$ cat src/hw/hirq_pkg.sv
package hirq_pkg;

  // ==========================================================================
  // Interface modes and pin layout.
  // ==========================================================================
  typedef enum logic {
    HIRQ_MODE_I2C,
    HIRQ_MODE_SPI
  } hirq_mode_type;

  localparam int HIRQ_GPIO_COUNT = 5;
  localparam int HIRQ_GPIO_HSYNC_BIT = 1;
  localparam int HIRQ_GPIO_VSYNC_BIT = 2;
  localparam int HIRQ_PEND_WIDTH = 8;
  localparam int HIRQ_SYNC_STAGES = 2;
  localparam logic [1:0] HIRQ_STRAP_SETTLE = 2'h2;
  localparam logic HIRQ_STRAP_I2C_LEVEL = 1'h0;

  // ==========================================================================
  // Pin carriers.
  // ==========================================================================
  typedef struct packed {
    logic o;
    logic oe_n;
  } hirq_pin_out_type;

  typedef struct packed {
    logic sck;
    logic ss_n;
    logic mosi;
  } hirq_spi_in_type;

  typedef struct packed {
    logic sda;
    logic scl;
    logic addr_sel;
  } hirq_i2c_in_type;

endpackage

$ cat src/hw/hirq_host_if.sv
`timescale 1ns/1ps
module hirq_host_if
  import hirq_pkg::*;
#(
  parameter int GPIO_COUNT = HIRQ_GPIO_COUNT,
  parameter int PEND_WIDTH = HIRQ_PEND_WIDTH
) (
  input wire logic i_clk,
  input wire logic i_rst_n,
  input wire logic i_report_push,
  input wire logic i_report_read,
  output logic o_report_pending_irq_n_o,
  output logic o_report_pending_irq_n_oe_n,
  output logic [PEND_WIDTH-1:0] o_pending_count,
  input wire logic i_interface_select_strap_i,
  output logic o_interface_select_strap_o,
  output logic o_interface_select_strap_oe_n,
  input wire logic i_core_miso,
  input wire logic i_host_serial_data_i,
  output logic o_host_serial_data_o,
  output logic o_host_serial_data_oe_n,
  input wire logic i_core_sda_drive_low,
  input wire logic i_host_serial_clock_i,
  input wire logic i_bus_address_select_i,
  output logic o_mode_valid,
  output logic o_mode_spi,
  output hirq_i2c_in_type o_i2c,
  output hirq_spi_in_type o_spi,
  input wire logic [GPIO_COUNT-1:0] i_gpio_i,
  output logic [GPIO_COUNT-1:0] o_gpio_o,
  output logic [GPIO_COUNT-1:0] o_gpio_oe_n,
  input wire logic [GPIO_COUNT-1:0] i_gpio_dir_out,
  input wire logic [GPIO_COUNT-1:0] i_gpio_out_val,
  output logic [GPIO_COUNT-1:0] o_gpio_in_val,
  input wire logic i_hsync_enable,
  input wire logic i_vsync_enable,
  output logic o_hsync,
  output logic o_external_frame_sync
);

  initial begin
    if (GPIO_COUNT <= HIRQ_GPIO_VSYNC_BIT || PEND_WIDTH < 1) begin
      $error("hirq_host_if parameters out of range.");
    end
  end

  // ==========================================================================
  // Pin input synchronisers.
  // ==========================================================================
  localparam int SYNC_W = 4 + GPIO_COUNT;
  logic [SYNC_W-1:0] sync_in;
  logic [SYNC_W-1:0] sync_out;
  logic strap_s;
  logic data_s;
  logic clock_s;
  logic addr_s;
  logic [GPIO_COUNT-1:0] gpio_s;

  assign sync_in = {i_gpio_i, i_bus_address_select_i, i_host_serial_clock_i,
                    i_host_serial_data_i, i_interface_select_strap_i};
  assign strap_s = sync_out[0];
  assign data_s = sync_out[1];
  assign clock_s = sync_out[2];
  assign addr_s = sync_out[3];
  assign gpio_s = sync_out[SYNC_W-1:4];

  hirq_sync #(
    .WIDTH(SYNC_W)
  ) u_sync (
    .i_clk(i_clk),
    .i_rst_n(i_rst_n),
    .i_async(sync_in),
    .o_sync(sync_out)
  );

  // ==========================================================================
  // Strap capture after reset release.
  // ==========================================================================
  typedef enum logic [1:0] {
    HIRQ_ST_SETTLE,
    HIRQ_ST_SAMPLE,
    HIRQ_ST_HOLD
  } hirq_state_type;

  hirq_state_type state_r;
  logic [1:0] settle_r;
  hirq_mode_type mode_r;

  // Waits until the synchroniser holds the real strap level, then latches it.
  always_ff @(posedge i_clk or negedge i_rst_n) begin
    if (!i_rst_n) begin
      state_r <= HIRQ_ST_SETTLE;
      settle_r <= 2'h0;
    end else begin
      case (state_r)
        HIRQ_ST_SETTLE: begin
          settle_r <= settle_r + 2'h1;
          if (settle_r == HIRQ_STRAP_SETTLE - 2'h1) begin
            state_r <= HIRQ_ST_SAMPLE;
          end
        end
        HIRQ_ST_SAMPLE: begin
          state_r <= HIRQ_ST_HOLD;
        end
        HIRQ_ST_HOLD: begin
          state_r <= HIRQ_ST_HOLD;
        end
        default: begin
          state_r <= HIRQ_ST_SETTLE;
        end
      endcase
    end
  end

  always_ff @(posedge i_clk or negedge i_rst_n) begin
    if (!i_rst_n) begin
      mode_r <= HIRQ_MODE_I2C;
    end else if (state_r == HIRQ_ST_SAMPLE) begin
      mode_r <= (strap_s == HIRQ_STRAP_I2C_LEVEL) ? HIRQ_MODE_I2C : HIRQ_MODE_SPI;
    end
  end

  assign o_mode_valid = (state_r == HIRQ_ST_HOLD);
  assign o_mode_spi = (mode_r == HIRQ_MODE_SPI);

  // ==========================================================================
  // Serial pin routing.
  // ==========================================================================
  logic spi_active;
  logic i2c_active;
  logic miso_r;
  logic sda_low_r;

  assign spi_active = o_mode_valid && (mode_r == HIRQ_MODE_SPI);
  assign i2c_active = o_mode_valid && (mode_r == HIRQ_MODE_I2C);

  always_ff @(posedge i_clk or negedge i_rst_n) begin
    if (!i_rst_n) begin
      miso_r <= 1'h0;
      sda_low_r <= 1'h0;
    end else begin
      miso_r <= i_core_miso;
      sda_low_r <= i2c_active && i_core_sda_drive_low;
    end
  end

  // The strap pin stays an input until SPI is chosen, then drives both levels.
  assign o_interface_select_strap_o = miso_r;
  assign o_interface_select_strap_oe_n = !spi_active;

  // I2C data is open drain; in SPI mode the pin is only an input.
  assign o_host_serial_data_o = 1'h0;
  assign o_host_serial_data_oe_n = !sda_low_r;

  always_comb begin
    o_i2c = '{sda: 1'h1, scl: 1'h1, addr_sel: 1'h0};
    o_spi = '{sck: 1'h0, ss_n: 1'h1, mosi: 1'h0};
    if (i2c_active) begin
      o_i2c.sda = data_s;
      o_i2c.scl = clock_s;
      o_i2c.addr_sel = addr_s;
    end else if (spi_active) begin
      o_spi.sck = data_s;
      o_spi.ss_n = clock_s;
      o_spi.mosi = addr_s;
    end
  end

  // ==========================================================================
  // Report interrupt.
  // ==========================================================================
  logic [PEND_WIDTH-1:0] pend_r;
  logic pend_full;
  logic pend_empty;

  assign pend_full = &pend_r;
  assign pend_empty = (pend_r == '0);

  // A push and a read in the same cycle cancel, except into an empty count, where the push counts; a push into a full count is dropped.
  always_ff @(posedge i_clk or negedge i_rst_n) begin
    if (!i_rst_n) begin
      pend_r <= '0;
    end else if (i_report_push && !pend_full && !(i_report_read && !pend_empty)) begin
      pend_r <= pend_r + 1'b1;
    end else if (i_report_read && !pend_empty && !i_report_push) begin
      pend_r <= pend_r - 1'b1;
    end
  end

  assign o_pending_count = pend_r;
  assign o_report_pending_irq_n_o = 1'h0;
  assign o_report_pending_irq_n_oe_n = pend_empty;

  // ==========================================================================
  // General-purpose pins.
  // ==========================================================================
  logic [GPIO_COUNT-1:0] gpio_out_r;
  logic [GPIO_COUNT-1:0] gpio_oe_n_r;

  generate
    for (genvar g = 0; g < GPIO_COUNT; g++) begin : g_gpio
      logic sync_use;
      assign sync_use = (g == HIRQ_GPIO_HSYNC_BIT && i_hsync_enable) ||
                        (g == HIRQ_GPIO_VSYNC_BIT && i_vsync_enable);
      always_ff @(posedge i_clk or negedge i_rst_n) begin
        if (!i_rst_n) begin
          gpio_out_r[g] <= 1'h0;
          gpio_oe_n_r[g] <= 1'h1;
        end else begin
          gpio_out_r[g] <= i_gpio_out_val[g];
          gpio_oe_n_r[g] <= !(i_gpio_dir_out[g] && !sync_use);
        end
      end
    end
  endgenerate

  assign o_gpio_o = gpio_out_r;
  assign o_gpio_oe_n = gpio_oe_n_r;
  assign o_gpio_in_val = gpio_s;
  assign o_hsync = i_hsync_enable && gpio_s[HIRQ_GPIO_HSYNC_BIT];
  assign o_external_frame_sync = i_vsync_enable && gpio_s[HIRQ_GPIO_VSYNC_BIT];

  // ==========================================================================
  // Checks.
  // ==========================================================================
  property p_irq_low_when_pending;
    @(posedge i_clk) disable iff (!i_rst_n)
      (pend_r != '0) |-> (o_report_pending_irq_n_oe_n == 1'h0);
  endproperty
  a_irq_low_when_pending: assert property (p_irq_low_when_pending)
    else $error("Interrupt released while reports pending.");

  property p_irq_never_high;
    @(posedge i_clk) disable iff (!i_rst_n)
      (o_report_pending_irq_n_oe_n == 1'h0) |-> (o_report_pending_irq_n_o == 1'h0);
  endproperty
  a_irq_never_high: assert property (p_irq_never_high)
    else $error("Interrupt pin driven high.");

  property p_read_consumes;
    @(posedge i_clk) disable iff (!i_rst_n)
      (i_report_read && !i_report_push && pend_r != '0) |=> (pend_r == $past(pend_r) - 1'b1);
  endproperty
  a_read_consumes: assert property (p_read_consumes)
    else $error("Report read did not consume a report.");

  property p_mode_sampled;
    @(posedge i_clk) disable iff (!i_rst_n)
      (state_r == HIRQ_ST_SAMPLE) |=> (o_mode_spi == $past(strap_s)) && o_mode_valid;
  endproperty
  a_mode_sampled: assert property (p_mode_sampled)
    else $error("Strap level not captured as mode.");

  property p_mode_held;
    @(posedge i_clk) disable iff (!i_rst_n)
      (o_mode_valid && $past(o_mode_valid)) |-> $stable(o_mode_spi);
  endproperty
  a_mode_held: assert property (p_mode_held)
    else $error("Mode changed after capture.");

  property p_miso_drive;
    @(posedge i_clk) disable iff (!i_rst_n)
      (o_interface_select_strap_oe_n == 1'h0) |-> (spi_active && o_interface_select_strap_o == $past(i_core_miso));
  endproperty
  a_miso_drive: assert property (p_miso_drive)
    else $error("Strap pin driven outside SPI mode or wrong data.");

  property p_sda_spi_input;
    @(posedge i_clk) disable iff (!i_rst_n)
      spi_active ##1 spi_active |-> o_host_serial_data_oe_n && (o_spi.sck == data_s);
  endproperty
  a_sda_spi_input: assert property (p_sda_spi_input)
    else $error("Data pin not an SPI clock input.");

  property p_scl_route;
    @(posedge i_clk) disable iff (!i_rst_n)
      i2c_active |-> (o_i2c.scl == clock_s) && o_spi.ss_n;
  endproperty
  a_scl_route: assert property (p_scl_route)
    else $error("Clock pin misrouted in I2C mode.");

  property p_mosi_route;
    @(posedge i_clk) disable iff (!i_rst_n)
      spi_active |-> (o_spi.mosi == addr_s) && !o_i2c.addr_sel;
  endproperty
  a_mosi_route: assert property (p_mosi_route)
    else $error("Address-select pin not routed to MOSI.");

  property p_sync_input;
    @(posedge i_clk) disable iff (!i_rst_n)
      i_hsync_enable ##1 i_hsync_enable |-> o_gpio_oe_n[HIRQ_GPIO_HSYNC_BIT];
  endproperty
  a_sync_input: assert property (p_sync_input)
    else $error("Sync pin driven while used as input.");

endmodule

$ cat src/hw/hirq_sync.sv
`timescale 1ns/1ps
module hirq_sync
  import hirq_pkg::*;
#(
  parameter int WIDTH = 1
) (
  input wire logic i_clk,
  input wire logic i_rst_n,
  input wire logic [WIDTH-1:0] i_async,
  output logic [WIDTH-1:0] o_sync
);

  logic [WIDTH-1:0] meta_r;

  initial begin
    if (WIDTH < 1) begin
      $error("hirq_sync WIDTH must be at least 1.");
    end
  end

  // The first stage is read only by the second stage.
  always_ff @(posedge i_clk or negedge i_rst_n) begin
    if (!i_rst_n) begin
      meta_r <= '0;
      o_sync <= '0;
    end else begin
      meta_r <= i_async;
      o_sync <= meta_r;
    end
  end

endmodule

$ cat config.mk
export PLATFORM = sky130hd
export DESIGN_NAME = hirq_host_if
export DESIGN_NICKNAME = d
export VERILOG_FILES = /design/src/hw/hirq_pkg.sv /design/src/hw/hirq_host_if.sv /design/src/hw/hirq_sync.sv
export SDC_FILE = /design/constraint.sdc
export NUM_CORES = 1
export LEC_CHECK = 0
export BUFFER_PORTS_ARGS = -buffer_cell sky130_fd_sc_hd__buf_2
export CORE_MARGIN = 2
export CORE_UTILIZATION = 43
export DETAILED_ROUTE_END_ITERATION = 16
export GPL_TIMING_DRIVEN = 0
export PLACE_DENSITY = 0.74
export SLEW_MARGIN = 20
export SYNTH_ARGS = -nofsm -noshare
export SYNTH_HDL_FRONTEND = slang
export SYNTH_HIERARCHICAL = 1
export SYNTH_SLANG_ARGS = --single-unit
$ cat constraint.sdc
create_clock -name i_clk -period 3 [get_ports i_clk]
set_input_delay 0.45 -clock i_clk [delete_from_list [all_inputs] [get_ports i_clk]]
set_output_delay 0.45 -clock i_clk [all_outputs]
set_load 0.02 [all_outputs]
==> results.txt <==
The core footprint came out at 0.003943 mm^2. The starting DRC count in detailed routing came out at 33. In this run the remaining antenna-violating nets after routing total 0. In the global route stage, met2 resource usage came out at a little under a quarter. The met1 layer usage reported by global route came out at between 10% and 20%. The later-pin clock latency in the skew report is approximately 0.29 ns.

The headroom to the max-slew limit is 40.64%. The run finished with clean final reports. The floorplan row count is 23.

In this run the worst hold path is classified as input pin to flop. Global routing used 5.500% of the available met3 tracks. For this run, the post-layout net count is 240. The fraction of layout cells with a size suffix above 1 came out at a little under 50%. On the critical path, the stage with the largest delay is an instance of sky130_fd_sc_hd__or4_4.

The synthesized netlist devotes under 10% of its cell area to simple gates. STA classifies the critical path startpoint as a flop. The signal on the critical path passes through or4_4, o21ai_2, o211a_1, inv_2, fa_2, a21o_1, a221o_1, a21oi_2, xnor2_1, mux2_4.

The starting utilization of the core area is around 44%. Entering global routing, the biggest net connects 44 pins. The synthesized instance count is about 130. The clock arrives with around 0.0053 ns of skew. The power density over the cells came out at ~830 mW/mm^2. In the post-route analysis, the smallest setup slack over all paths is 0.1178 ns. The floorplan step defined a die boundary enclosing 0.004563 mm^2. Counting the buffers created by CTS gives 5. The minimum clock period came out at slightly below 3 ns. The flip-flop and latch count after synthesis came out at 43.

The slew at the pin closest to its max-slew limit came out at just under 0.9 ns. In the layout the commonest cells are 63 x sky130_fd_sc_hd__buf_2, 36 x sky130_fd_sc_hd__dfrtp_1, 10 x sky130_fd_sc_hd__ha_1, 7 x sky130_fd_sc_hd__inv_1, 6 x sky130_fd_sc_hd__buf_4. The maximum clock frequency came out at ~350 MHz.

The mapped cell area is approximately 0.0017 mm^2. The via count of the first global-routing pass came out at between 1000 and 1500. The number of distinct library cells after synthesis is 33. The arrival time of the worst setup path came out at between 3 and 4 ns. The total inserted antenna cells came out at 0. The first-pass GRT wire length is between 4000 and 5000 um.

For this run, the share of the core covered by cells in the final layout is approximately 58%. The most used flip-flop cell after synthesis is sky130_fd_sc_hd__dfrtp_1. In the routed layout, each cell is associated on average with a via count of approximately 4.6.

The largest single stage delay on the critical path is between 0.5 and 0.6 ns. The height of the die is 67.55 um. The worst reg2reg path depth is 10. The peak supply drop is about 0.54 mV. The count of flip-flops with a built-in enable after synthesis is 0.

The total routing resource utilization after global routing came out at ~14%. The instance count along the most critical hold path is 2. The count of endpoints failing hold in the final timing report came to 0. The placement-stage worst setup slack is -0.1518 ns. The count of yosys warnings during synthesis is 6. The worst setup path is of the flop to flop kind. In the final routed layout, each cell accounts on average for 11.56 um. Summing the areas of all compound-gate instances in the mapped netlist gives under 10% of the synthesized area.

The number of clock sinks came out at between 40 and 50. The number of setup violations in the final report came out at 0. The max-slew violation count is 0. The layout-stage area growth over the synthesis result came out at 31.63%. Power comes to ~1900 uW.

The area share of xor/xnor cells in the synthesized design is 4.035%. Along the worst path, the maximum fanout reaches 7. The total via count after detailed routing is between 1000 and 1500. The tool flagged a number of max-cap violations equal to 0.

The cell sitting at the root of the clock tree is a sky130_fd_sc_hd__clkbuf_8. The HPWL after detailed placement came out at roughly 2200 um. TritonCTS built the clock tree. The initial antenna violation count came to 0. The number of H-tree levels came out at 2. The final critical path takes up slightly below 100% of the cycle. In the synthesized netlist the async set-or-reset flop fraction comes to 100.0%. The critical path capture point type is a flop. The routed wire length came out at about 2900 um. The number of buffers inserted for hold repair after clock tree synthesis came out at 0. The total congestion overflow after global routing is 0.

The length of the first detailed-routing pass in iterations is 4. The number of placed I/O pins is 66. The largest buffer count on any clock path is 2. The port buffer count is between 60 and 70. Clock-pin slew was measured on the worst setup and hold paths at ~0.080 ns.

The portion of netlist area occupied by mux cells is under 10%. met2 is the most crowded layer. By area, the combinational part of the netlist is dominated by adder cells.

The post-synthesis sequential area ratio is roughly 62%. The static leakage is roughly 0.0012 uW. The synthesized area per cell came out at 13.78 um^2. The placer congestion estimate is roughly 0.70. Leaving out fill and tap cells, the most frequent cell in the layout is sky130_fd_sc_hd__buf_2. For the worst setup path, the data required time is approximately 3.2 ns. The die outline width is between 60 and 70 um.

The area share of fa/ha/maj cells after synthesis is between 9 and 10%. The DRC violations left came out at 0.
-- where the power goes --
part	switching [uW]	internal [uW]
clock	186	248
combinational	340	360
sequential	88.3	664
total	615	1270
-- layer usage --
layer  part of all wire [%]  vias up
met5                      0        -
met4                    1.9        0
met3                    8.2        4
met2                     50       43
met1                     40      551
li1                       -      567
-- logic make-up after synthesis --
family                     after synthesis
DFF                                     43
and+or+nand+nor                         27
AOI/OAI and AO/OA                       16
adders and majority gates               12
buffers and inverters                   11
xor gates and xnor gates                 8
muxes                                    8
other                                    1
-- through the flow --
step | instance area (um^2) | hold slack, ns | TNS, ns | cells
floorplan | 1740 | 0.1544 | 0 | 127
global placement | 2118 | 0.3318 | -0.1028 | 240
detailed placement | 2118 | 0.3347 | -0.1518 | 240
CTS | 2248 | 0.2480 | 0 | 249
global route | 2286 | 0.2398 | -0.001329 | 252
finish | 2286 | 0.2597 | 0 | 252
-- worst paths after layout --
path	slack, ns	end	startpoint
worst max-delay path	0.12	o_pending_count[6]	o_pending_count[1]
worst min-delay path	0.26	o_gpio_oe_n[0]	i_gpio_dir_out[0]
worst max register to register	0.12	o_pending_count[6]	o_pending_count[1]
worst min register to register	0.35	u_sync/o_sync[2]	u_sync/meta_r[2]
max in group asynchronous	2.11	o_pending_count[0]	i_rst_n
min in group asynchronous	0.28	u_sync/meta_r[3]	i_rst_n
-- layout make-up --
type | instances | area [um^2]
Sequential cell | 43 | 1085
Fill cell | 339 | 1657
Multi-Input combinational cell | 73 | 624.3
Clock inverter | 3 | 43.79
Inverter | 8 | 30.03
Buffer | 3 | 26.28
Tap cell | 50 | 62.56
Clock buffer | 5 | 68.82
Timing Repair Buffer | 67 | 345.3
-- flip-flops by register name (all words and copies together), names as in the netlist --
register	flops
o_interface_select_strap_o	1
o_gpio_o	5
o_pending_count	8
u_sync/meta_r	9
o_mode_spi	1
u_sync/o_sync	9
settle_r	2
state_r	2
o_gpio_oe_n	5
sda_low_r	1
-- critical path, delay by kind of cell (launching register included) --
kind,cells,cell delay [ns]
buffers and inverters,1,0.10
muxes,1,0.25
xor gates and xnor gates,1,0.08
and+or+nand+nor,1,0.56
adders and majority gates,1,0.36
AOI/OAI and AO/OA,5,0.97
DFF,1,0.45
-- Yosys cell counts, types with 3 or more instances --
library cell	count	area, um^2
sky130_fd_sc_hd__xnor2_1	5	43.79
sky130_fd_sc_hd__o21ai_0	3	15.01
sky130_fd_sc_hd__inv_1	8	30.03
sky130_fd_sc_hd__ha_1	11	137.6
sky130_fd_sc_hd__a21oi_1	6	30.03
sky130_fd_sc_hd__mux2_4	5	75.07
sky130_fd_sc_hd__dfstp_2	5	131.4
sky130_fd_sc_hd__nand2b_1	5	31.28
sky130_fd_sc_hd__nand2_1	5	18.77
sky130_fd_sc_hd__dfrtp_1	38	950.9
sky130_fd_sc_hd__and2_1	5	31.28
sky130_fd_sc_hd__xor2_1	3	26.28
-- repair_timing --
item / 4_1_cts / 5_1_grt
endpoints found under the setup margin: 1 / 1
hold endpoints to repair: 0 / 0
setup buffers: 1 / 3
pin swaps: 1 / 2
resized for setup: 5 / 2
Power figures use the tool's default switching activity.
